[src/rtl/csh_consts.svh]
// Timing counts and reset values for the configuration status handshake
`ifndef CSH_CONSTS_SVH
`define CSH_CONSTS_SVH

// Power-on reset interval in microseconds and core_clk rate in MHz
`define CSH_POR_TIME_US     100
`define CSH_CLK_MHZ         40
`define CSH_POR_CYCLES      (`CSH_POR_TIME_US * `CSH_CLK_MHZ)
// Counter width for the power-on reset interval
`define CSH_POR_CNT_W       13
// Reset value of both synchroniser stages (line idle high via pull-up)
`define CSH_SYNC_RST        2'h3
// Reset value of the status edge history (idle level of the pin)
`define CSH_LINE_IDLE       1'b1

`endif

[src/rtl/csh_pkg.sv]
// Types shared by the configuration status handshake
package csh_pkg;

    typedef enum logic [2:0]
    {
        CSH_POR     = 3'b000,
        CSH_WAIT    = 3'b001,
        CSH_LOAD    = 3'b010,
        CSH_INIT    = 3'b011,
        CSH_USER    = 3'b100,
        CSH_ERROR   = 3'b101,
        CSH_CLEARED = 3'b110
    } csh_state_t;

endpackage

[src/rtl/csh_sync_if.sv]
// Synchronised pin levels passed from the input stage to the controller
`timescale 1ns/1ps
interface csh_sync_if;
    logic status_n;
    logic config_complete;
    logic config_req_n;

    modport src (output status_n, output config_complete, output config_req_n);
    modport dst (input status_n, input config_complete, input config_req_n);
endinterface

[src/rtl/csh_pin_sync.sv]
// Two-stage synchronisers for the wired-AND status, completion and request pins
`timescale 1ns/1ps
`include "csh_consts.svh"
module csh_pin_sync
    import csh_pkg::*;
(
    input  wire logic   core_clk,
    input  wire logic   rst_n,
    input  wire logic   status_n_in,
    input  wire logic   config_complete_in,
    input  wire logic   config_req_n_in,
    csh_sync_if.src     sync
);

    logic [1:0] status_q;
    logic [1:0] complete_q;
    logic [1:0] req_q;

    // Only stage 1 is read out; stage 0 feeds stage 1 alone
    always_ff @(posedge core_clk)
    begin
        if (!rst_n)
        begin
            status_q   <= `CSH_SYNC_RST;
            complete_q <= `CSH_SYNC_RST;
            req_q      <= `CSH_SYNC_RST;
        end
        else
        begin
            status_q   <= {status_q[0], status_n_in};
            complete_q <= {complete_q[0], config_complete_in};
            req_q      <= {req_q[0], config_req_n_in};
        end
    end

    assign sync.status_n        = status_q[1];
    assign sync.config_complete = complete_q[1];
    assign sync.config_req_n    = req_q[1];

endmodule

[src/rtl/csh_top.sv]
// Configuration status handshake controller with open-drain status lines
// Contract
// - Status line held low after power-up, released after power-on reset interval.
// - Status and completion lines are open-drain; device only pulls them low.
// - Configuration error detected drives status line low.
// - External low on status during configuration or initialization means error state.
// - In user mode external status low is ignored; configuration kept.
// - Status line rising after power-on reset triggers a configuration attempt.
// - Completion line held low before and during data loading.
// - Completion line released once all data received error-free, initialization starts.
// - User mode entered only after all data received and completion sensed high.
// - In user mode external completion low is ignored.
// - Request input low clears configuration; returning high starts new configuration.
`timescale 1ns/1ps
`include "csh_consts.svh"
module csh_top
    import csh_pkg::*;
#(
    parameter int unsigned POR_CYCLES = `CSH_POR_CYCLES
)
(
    input  wire logic   core_clk,
    input  wire logic   rst_n,
    input  wire logic   status_n_in,
    output logic        status_n_out,
    output logic        status_n_oe_n,
    input  wire logic   config_complete_in,
    output logic        config_complete_out,
    output logic        config_complete_oe_n,
    input  wire logic   config_req_n_in,
    input  wire logic   load_done,
    input  wire logic   load_error,
    input  wire logic   init_done,
    output logic        loading,
    output logic        initializing,
    output logic        user_mode,
    output logic        config_clear,
    output logic        error_flag
);

    csh_sync_if sync ();

    csh_pin_sync u_sync
    (
        .core_clk           (core_clk),
        .rst_n              (rst_n),
        .status_n_in        (status_n_in),
        .config_complete_in (config_complete_in),
        .config_req_n_in    (config_req_n_in),
        .sync               (sync)
    );

    csh_state_t                     state_q;
    csh_state_t                     state_d;
    logic [`CSH_POR_CNT_W-1:0]      por_cnt_q;
    logic [`CSH_POR_CNT_W-1:0]      por_cnt_d;
    logic                           por_done;
    logic                           status_prev_q;
    logic                           status_rise;
    logic                           req_low;
    logic                           all_rx_q;
    logic                           all_rx_d;
    logic                           status_oe_n_d;
    logic                           complete_oe_n_d;
    logic                           loading_d;
    logic                           initializing_d;
    logic                           user_mode_d;
    logic                           config_clear_d;
    logic                           error_flag_d;

    // Loading or initialising: the window in which line lows are errors
    function automatic logic in_config(input csh_state_t s);
        return (s == CSH_LOAD) || (s == CSH_INIT);
    endfunction

    // States in which the device pulls the status line low
    function automatic logic drives_status(input csh_state_t s);
        return (s == CSH_POR) || (s == CSH_ERROR) || (s == CSH_CLEARED);
    endfunction

    // Completion stays low until initialisation starts
    function automatic logic drives_complete(input csh_state_t s);
        return (s != CSH_INIT) && (s != CSH_USER);
    endfunction

    // A configuration is held from loading through user mode
    function automatic logic holds_config(input csh_state_t s);
        return in_config(s) || (s == CSH_USER);
    endfunction

    assign por_done    = (por_cnt_q == `CSH_POR_CNT_W'(POR_CYCLES - 1));
    assign status_rise = sync.status_n && !status_prev_q;
    assign req_low     = !sync.config_req_n;

    // Power-on reset interval; rerun after every cleared configuration
    always_comb
    begin
        por_cnt_d = por_cnt_q;
        if (state_q == CSH_CLEARED)
            por_cnt_d = '0;
        else if (state_q == CSH_POR && !por_done)
            por_cnt_d = por_cnt_q + `CSH_POR_CNT_W'(1);
    end

    always_ff @(posedge core_clk)
    begin
        if (!rst_n)
            por_cnt_q <= '0;
        else
            por_cnt_q <= por_cnt_d;
    end

    // Edge history starts at the idle level so reset makes no false rise
    always_ff @(posedge core_clk)
    begin
        if (!rst_n)
            status_prev_q <= `CSH_LINE_IDLE;
        else
            status_prev_q <= sync.status_n;
    end

    // All data received without error; held through loading and initialisation, cleared in every other state
    always_comb
    begin
        all_rx_d = all_rx_q;
        if (!in_config(state_q))
            all_rx_d = 1'b0;
        else if (load_done && !load_error)
            all_rx_d = 1'b1;
    end

    always_ff @(posedge core_clk)
    begin
        if (!rst_n)
            all_rx_q <= 1'b0;
        else
            all_rx_q <= all_rx_d;
    end

    // Sequencer: a low request pin overrides every other cause in every state except CSH_POR
    always_comb
    begin
        state_d = state_q;
        unique case (state_q)
            CSH_POR:
            begin
                if (por_done)
                    state_d = CSH_WAIT;
            end
            CSH_WAIT:
            begin
                if (req_low)
                    state_d = CSH_CLEARED;
                else if (status_rise || sync.status_n)
                    state_d = CSH_LOAD;
            end
            CSH_LOAD:
            begin
                if (req_low)
                    state_d = CSH_CLEARED;
                else if (load_error)
                    state_d = CSH_ERROR;
                else if (!sync.status_n)
                    state_d = CSH_ERROR;
                else if (load_done)
                    state_d = CSH_INIT;
            end
            CSH_INIT:
            begin
                if (req_low)
                    state_d = CSH_CLEARED;
                else if (!sync.status_n)
                    state_d = CSH_ERROR;
                else if (all_rx_q && sync.config_complete && init_done)
                    state_d = CSH_USER;
            end
            CSH_USER:
            begin
                if (req_low)
                    state_d = CSH_CLEARED;
            end
            CSH_ERROR:
            begin
                if (req_low)
                    state_d = CSH_CLEARED;
                else if (status_rise)
                    state_d = CSH_LOAD;
            end
            CSH_CLEARED:
            begin
                if (!req_low)
                    state_d = CSH_POR;
            end
            default:
            begin
                state_d = CSH_POR;
            end
        endcase
    end

    // State register
    always_ff @(posedge core_clk)
    begin
        if (!rst_n)
            state_q <= CSH_POR;
        else
            state_q <= state_d;
    end

    // Outputs follow the next state so they change with the transition
    always_comb
    begin
        status_oe_n_d   = !drives_status(state_d);
        complete_oe_n_d = !drives_complete(state_d);
        loading_d       = (state_d == CSH_LOAD);
        initializing_d  = (state_d == CSH_INIT);
        user_mode_d     = (state_d == CSH_USER);
        config_clear_d  = !holds_config(state_d);
        error_flag_d    = (state_d == CSH_ERROR);
    end

    // Open-drain data is always low; only the enables move
    always_ff @(posedge core_clk)
    begin
        if (!rst_n)
            status_n_out <= 1'b0;
        else
            status_n_out <= 1'b0;
    end

    // Enable low while the device pulls the line
    always_ff @(posedge core_clk)
    begin
        if (!rst_n)
            status_n_oe_n <= 1'b0;
        else
            status_n_oe_n <= status_oe_n_d;
    end

    always_ff @(posedge core_clk)
    begin
        if (!rst_n)
            config_complete_out <= 1'b0;
        else
            config_complete_out <= 1'b0;
    end

    always_ff @(posedge core_clk)
    begin
        if (!rst_n)
            config_complete_oe_n <= 1'b0;
        else
            config_complete_oe_n <= complete_oe_n_d;
    end

    // Status outputs toward the core
    always_ff @(posedge core_clk)
    begin
        if (!rst_n)
            loading <= 1'b0;
        else
            loading <= loading_d;
    end

    always_ff @(posedge core_clk)
    begin
        if (!rst_n)
            initializing <= 1'b0;
        else
            initializing <= initializing_d;
    end

    // User mode only after completion sensed high
    always_ff @(posedge core_clk)
    begin
        if (!rst_n)
            user_mode <= 1'b0;
        else
            user_mode <= user_mode_d;
    end

    always_ff @(posedge core_clk)
    begin
        if (!rst_n)
            config_clear <= 1'b1;
        else
            config_clear <= config_clear_d;
    end

    always_ff @(posedge core_clk)
    begin
        if (!rst_n)
            error_flag <= 1'b0;
        else
            error_flag <= error_flag_d;
    end

endmodule

[config.mk]
export PLATFORM = sky130hd
export DESIGN_NAME = csh_top
export DESIGN_NICKNAME = d
export VERILOG_FILES = /design/src/rtl/csh_pkg.sv /design/src/rtl/csh_sync_if.sv /design/src/rtl/csh_pin_sync.sv /design/src/rtl/csh_top.sv
export VERILOG_INCLUDE_DIRS = /design/src /design/src/rtl
export SDC_FILE = /design/constraint.sdc
export NUM_CORES = 1
export LEC_CHECK = 0
export BUFFER_PORTS_ARGS = -buffer_cell sky130_fd_sc_hd__buf_4
export CAP_MARGIN = 0
export CORE_AREA = 5 5 62 64
export CTS_BUF_LIST = sky130_fd_sc_hd__clkbuf_4
export CTS_CLUSTER_SIZE = 40
export DETAILED_ROUTE_END_ITERATION = 7
export DIE_AREA = 0 0 67 69
export PLACE_DENSITY = 0.59
export SLEW_MARGIN = 20
export SYNTH_ARGS = -nofsm -noshare
export SYNTH_HDL_FRONTEND = slang
export SYNTH_HIERARCHICAL = 1
export SYNTH_SLANG_ARGS = --single-unit
[constraint.sdc]
create_clock -name core_clk -period 4.7 [get_ports core_clk]
set_input_delay 0.235 -clock core_clk [delete_from_list [all_inputs] [get_ports core_clk]]
set_output_delay 0.235 -clock core_clk [all_outputs]
set_load 0.02 [all_outputs]
# After elaboration in Yosys (flattened, before gate mapping)
# Cells that the tools add are included.
totals:
  latch_bits: 0
  regBits: 31
  ram_bits: 0
  romBits: 0
  n_memories: 0
  elab_cells: 67
op_classes:
  n_addsub: 1
  mul: 0
  n_lt_le_gt_ge: 0
  n_div: 0
  eq_ne: 14
  n_mux: 15
  shifts: 0
  n_reduce_logical: 22
  bitwise: 1
op_table:
  columns: ["op", "count"]
  rows:
  - ["2-to-1 mux 3 bit", 14]
  - ["one-hot mux 3 bit (7 select lines)", 1]
  - ["== test 3 bit, second input constant", 6]
  - ["adder 13 x 1 -> 13 bit, second input constant", 1]
  - ["== test 13 x 12 -> 1 bit, second input constant", 1]
  - ["== test 3 x 2 -> 1 bit, second input constant", 4]
  - ["logical AND 1 bit", 6]
  - ["zero test 1 bit", 6]
  - ["zero test 3 bit", 2]
  - ["logical OR 1 bit", 6]
  - ["== test 3 x 1 -> 1 bit, second input constant", 1]
  - ["!= test 3 x 2 -> 1 bit, second input constant", 1]
  - ["!= test 3 bit, second input constant", 1]
  - ["AND reduction 2 bit", 1]
  - ["OR reduction 2 bit", 1]
  - ["inverter 1 bit", 1]

# Logic depth before layout (Yosys ltp)
depth:
  ltp_word: 10
  mapped_depth: 6
  ltp_nobuf: 6

# Hierarchy
# Netlist, hierarchy kept.
by_module_without_submodules:
  columns: ["module", "area_per_inst_um2", "seq_area_each_um2", "n_inst", "cells_per_inst"]
  rows:
  - ["csh_top", 1203.7, 500.5, 1, 143]
  - ["csh_pin_sync", 157.7, 120.1, 1, 12]

# Worst setup path after synthesis
# Ideal clock, no wire load.
synth_path:
  path_kind: "register to register"
  start: "register por_cnt_q[7]"
  end: "register config_complete_oe_n"
  setup_time_ps: 58
  path_slack_ps: 2810
  t_arrival_ps: 1832
  path_buffers: 0
  stages_incl_launch_ff: 6
  required_ps: 4642
  period_less_slack_ps: 1890
  path_cell_list: "dfxtp_1 or3b_1 or3_4 o32a_4 nor4_1 o21a_1"
synth_between:
  elab_chain_len: 6
  word_cells_on_any_way: 7
  classes_between: "eq/ne: 3; mux: 2; reduce/logical: 2"
synth_rtl:
  columns: ["element", "line", "rtl"]
  rows:
  - ["start: declaration", "csh_top.sv:55", "logic [`CSH_POR_CNT_W-1:0] por_cnt_q;"]
  - ["start signal: assignment", "csh_top.sv:110", "por_cnt_q <= por_cnt_d;"]
  - ["== test 13 x 12 -> 1 bit (*)", "csh_top.sv:91", "assign por_done = (por_cnt_q == `CSH_POR_CNT_W'(POR_CYCLES - 1));"]
  - ["2-to-1 mux 3 bit (*)", "csh_top.sv:147", "if (por_done)"]
  - ["one-hot mux 3 bit (7 select lines) (*)", "csh_top.sv:144", "unique case (state_q)"]
  - ["!= test 3 x 2 -> 1 bit or != test 3 bit (tied branches)", "csh_top.sv:83", "return (s != CSH_INIT) && (s != CSH_USER);"]
  - ["logical AND 1 bit (*)", "csh_top.sv:83", null]
  - ["zero test 1 bit (*)", "csh_top.sv:214", "complete_oe_n_d = !drives_complete(state_d);"]
  - ["end signal: assignment", "csh_top.sv:253", "config_complete_oe_n <= complete_oe_n_d;"]
  - ["end: declaration", "csh_top.sv:29", "output logic config_complete_oe_n,"]
# Mark *: on every way between the ends. The rest lies on a longest branch, timed or not.
# A chain may end at the register's enable or synchronous reset.

# Worst setup path in the final report
# Ends and elaborated chain as after synthesis.

==> results_dict.tcl <==
set metrics [dict create \
    nets 180 \
    tritoncts "done" \
    yosysSeqAreaShare_pct 45.6 \
    ys_seq_elements 31 \
    pre_cts_slack_ns 2.70 \
    grt_util_met1_pct 11.6 \
    io_pins 17 \
    cp-start-kind "register" \
    die_w_um 67 \
    core_sq_um 3230 \
    ctsHoldBuffers 0 \
    p_comb_share_pct 5.0 \
    area_growth_pct 14.2 \
    ir_drop_mv 0.143 \
    hpwlAfterDp_mm 1.77 \
    first_pass_iters 4 \
    fin_ws_ns 2.69 \
    cts.clk_slew.worst_paths_ns 0.09 \
    drc 0 \
    grt_max_degree 18 \
    track_usage_pct 11.5 \
    power_density_nw_per_um2 284 \
    synth_warnings 6 \
    htree_num_levels 2 \
    rr_worst_depth 5 \
    critPathMaxFanout 6 \
    routed_via_density 5.00 \
    totalPowerFinal_w 0.000442 \
    io_buffers 14 \
    clkLatencyLatePin_ns 0.33 \
    status "finished, final reports clean" \
    numCtsBuffers 5 \
    fin_crit_sh_pct 42.7 \
    drt_iter0_markers 57 \
    final_max_slew_viol_count 0 \
    power.switching_w 0.000102 \
    pwr-share-clk_pct 33.6 \
    synth_edf_count 0 \
    power.share.switching_pct 23.2 \
    seqPwrFrac_pct 61.4 \
    synth-main-ff-cell "dfxtp_1" \
    ys_types 36 \
    root_buffer "clkbuf_4" \
    hold_class "in -> reg" \
    vias 1090 \
    dieArea_sq_um 4620 \
    async_reset_ff_share_pct 0 \
    grt_overflow 0 \
    grtUsageMet2_pct 19.3 \
    fillCellCount 317 \
    synth_cells 155 \
    cts_resized 0 \
    hold-path-cell-count 2 \
    clock_path_buffers 2 \
    initial_core_util_pct 42.1 \
    top_usage_layer "met2" \
    final_layout_size_suffix_gt1_share_pct 14.5 \
    crit_type "reg -> reg" \
    wl_per_cell_um 10.9 \
    grt_pass1_wl_mm 4.06 \
    maxSlewHeadroom_pct 46.3 \
    gp_congestion 0.867 \
    synth_area_sq_um 1360 \
    num_rows 21 \
    rsz0062_at_grt "false" \
    setup_violations 0 \
    grtUsageMet3_pct 3.90 \
    crit_arrival_ns 2.29 \
    hold_viol_final 0 \
    maxCapViolCount 0 \
    period_minus_slack_ns 2.01 \
    tightest_slew_ns 0.795 \
    antenna_found_initial 0 \
    postRouteAntennaNets 0 \
    p_leak_nw 0.630 \
    end_kind "register" \
    cts_setup_buffers 0 \
    required_ns 4.99 \
    grt_pass1_vias 995 \
    p_int_w 0.000339 \
    max_freq_ghz 0.498 \
    wl_mm 2.38 \
    dieHeight_um 69 \
    cts.sinks 31 \
    synth_area_per_cell_sq_um 8.78 \
    setup_tns_ns 0 \
    antenna_cells 0 \
    finClkSkew_ns 0.00589 \
]
worst max-delay path, stage by stage, from the launching register on:
cell     delay [ns]
dfxtp_1        0.36
or3b_1         0.40
or3_4          0.37
o32a_4         0.41
nor4_1         0.28
o21a_1         0.15
final timing paths:
kind | startpoint | end | slack, ns
worst min-delay path | status_n_in | u_sync/status_q[0]$_SDFF_PN1_ | 0.08
worst min register to register | u_sync/req_q[0]$_SDFF_PN1_ | u_sync/req_q[1]$_SDFF_PN1_ | 0.41
worst max register to register | por_cnt_q[7]$_SDFFE_PP0P_ | config_complete_oe_n$_SDFF_PN0_ | 2.69
worst max-delay path | por_cnt_q[7]$_SDFFE_PP0P_ | config_complete_oe_n$_SDFF_PN0_ | 2.69
cell families (layout without fill, tap and decap cells):
group                    after synthesis  after routing  share of synthesized area [%]
multiplexers                           1              1                          0.735
other                                  1              2                          0.275
AO/OA/AOI/OAI                         21             21                           11.9
XOR/XNOR                              11             11                           7.08
adder cells (fa/ha/maj)                1              1                          0.919
AND/OR/NAND/NOR                       75             75                           29.1
buffers and inverters                 14             30                           4.41
flip-flops                            31             31                           45.6
metal layers:
metal | wire, um | up-vias
li1 | - | 563
met5 | 0 | -
met4 | 66 | 0
met3 | 109 | 7
met1 | 1000 | 497
met2 | 1200 | 23
cells in the mapped netlist, types with 3 or more instances:
library cell,count,area (sq um)
nor3_1,8,40.0
nand2b_1,12,75.1
nor2b_1,4,25.0
nor4_1,3,18.8
a211oi_1,3,22.5
and3_1,4,25.0
xor2_1,4,35.0
dfxtp_1,31,621
nor2_1,20,75.1
o21ai_0,4,20.0
clkbuf_1,5,18.8
nand3_1,5,25.0
nand4_1,4,25.0
a21oi_1,5,25.0
inv_1,7,26.3
xnor2_1,7,61.3
nand2_1,8,30.0
registers in the layout, summed over array words and instances, names as in the netlist:
register and flops:
config_clear 1, loading 1, status_n_oe_n 1, u_sync/complete_q 2, u_sync/status_q 2, user_mode 1
error_flag 1, config_complete_oe_n 1, por_cnt_q 13, u_sync/req_q 2, state_q 3, status_prev_q 1
all_rx_q 1, initializing 1
per-stage QoR:
step / area (sq um) / hold WS (ns) / cells / util (%)
floorplan: 1370 / 0.308 / 156 / -
global placement: 1500 / 0.388 / 210 / 46.5
detailed placement: 1500 / 0.395 / 210 / 46.5
CTS: 1550 / 0.0694 / 218 / 48.1
global route: 1550 / 0.0799 / 218 / 48.1
finish: 1550 / 0.0800 / 218 / 48.1
cell type report:
type,instances,area [sq um],area share (%)
Clock buffer,6,45.0,2.90
Clock inverter,2,7.51,0.483
Inverter,7,26.3,1.69
Multi-Input combinational cell,111,684,44.0
Sequential cell,31,621,39.9
Tap cell,46,57.6,3.70
Timing Repair Buffer,15,113,7.25
power groups by stage:
| stage | combinational [W] | clock, W | sequential (W) |
|---|---|---|---|
| after floorplan | 0.0000156 | 0 | 0.000277 |
| after global placement | 0.0000221 | 0 | 0.000277 |
| after detailed placement | 0.0000225 | 0 | 0.000278 |
| after CTS | 0.0000226 | 0.000155 | 0.000271 |
| after global routing | 0.0000250 | 0.000164 | 0.000272 |
| final | 0.0000223 | 0.000148 | 0.000271 |
cell usage in the layout, fill, tap and decap left out, drive strengths merged, types with 3 or more instances in the layout:
cell type  instances
xor2               4
nand4              4
buf               15
nor2b              4
dfxtp             31
nor2              20
a21oi              5
clkbuf             6
xnor2              7
and3               4
nand2b            12
nor4               3
nand2              8
inv                7
nand3              5
o21ai              4
nor3               8
a211oi             3
No activity file was read; power rests on OpenSTA's default activity.
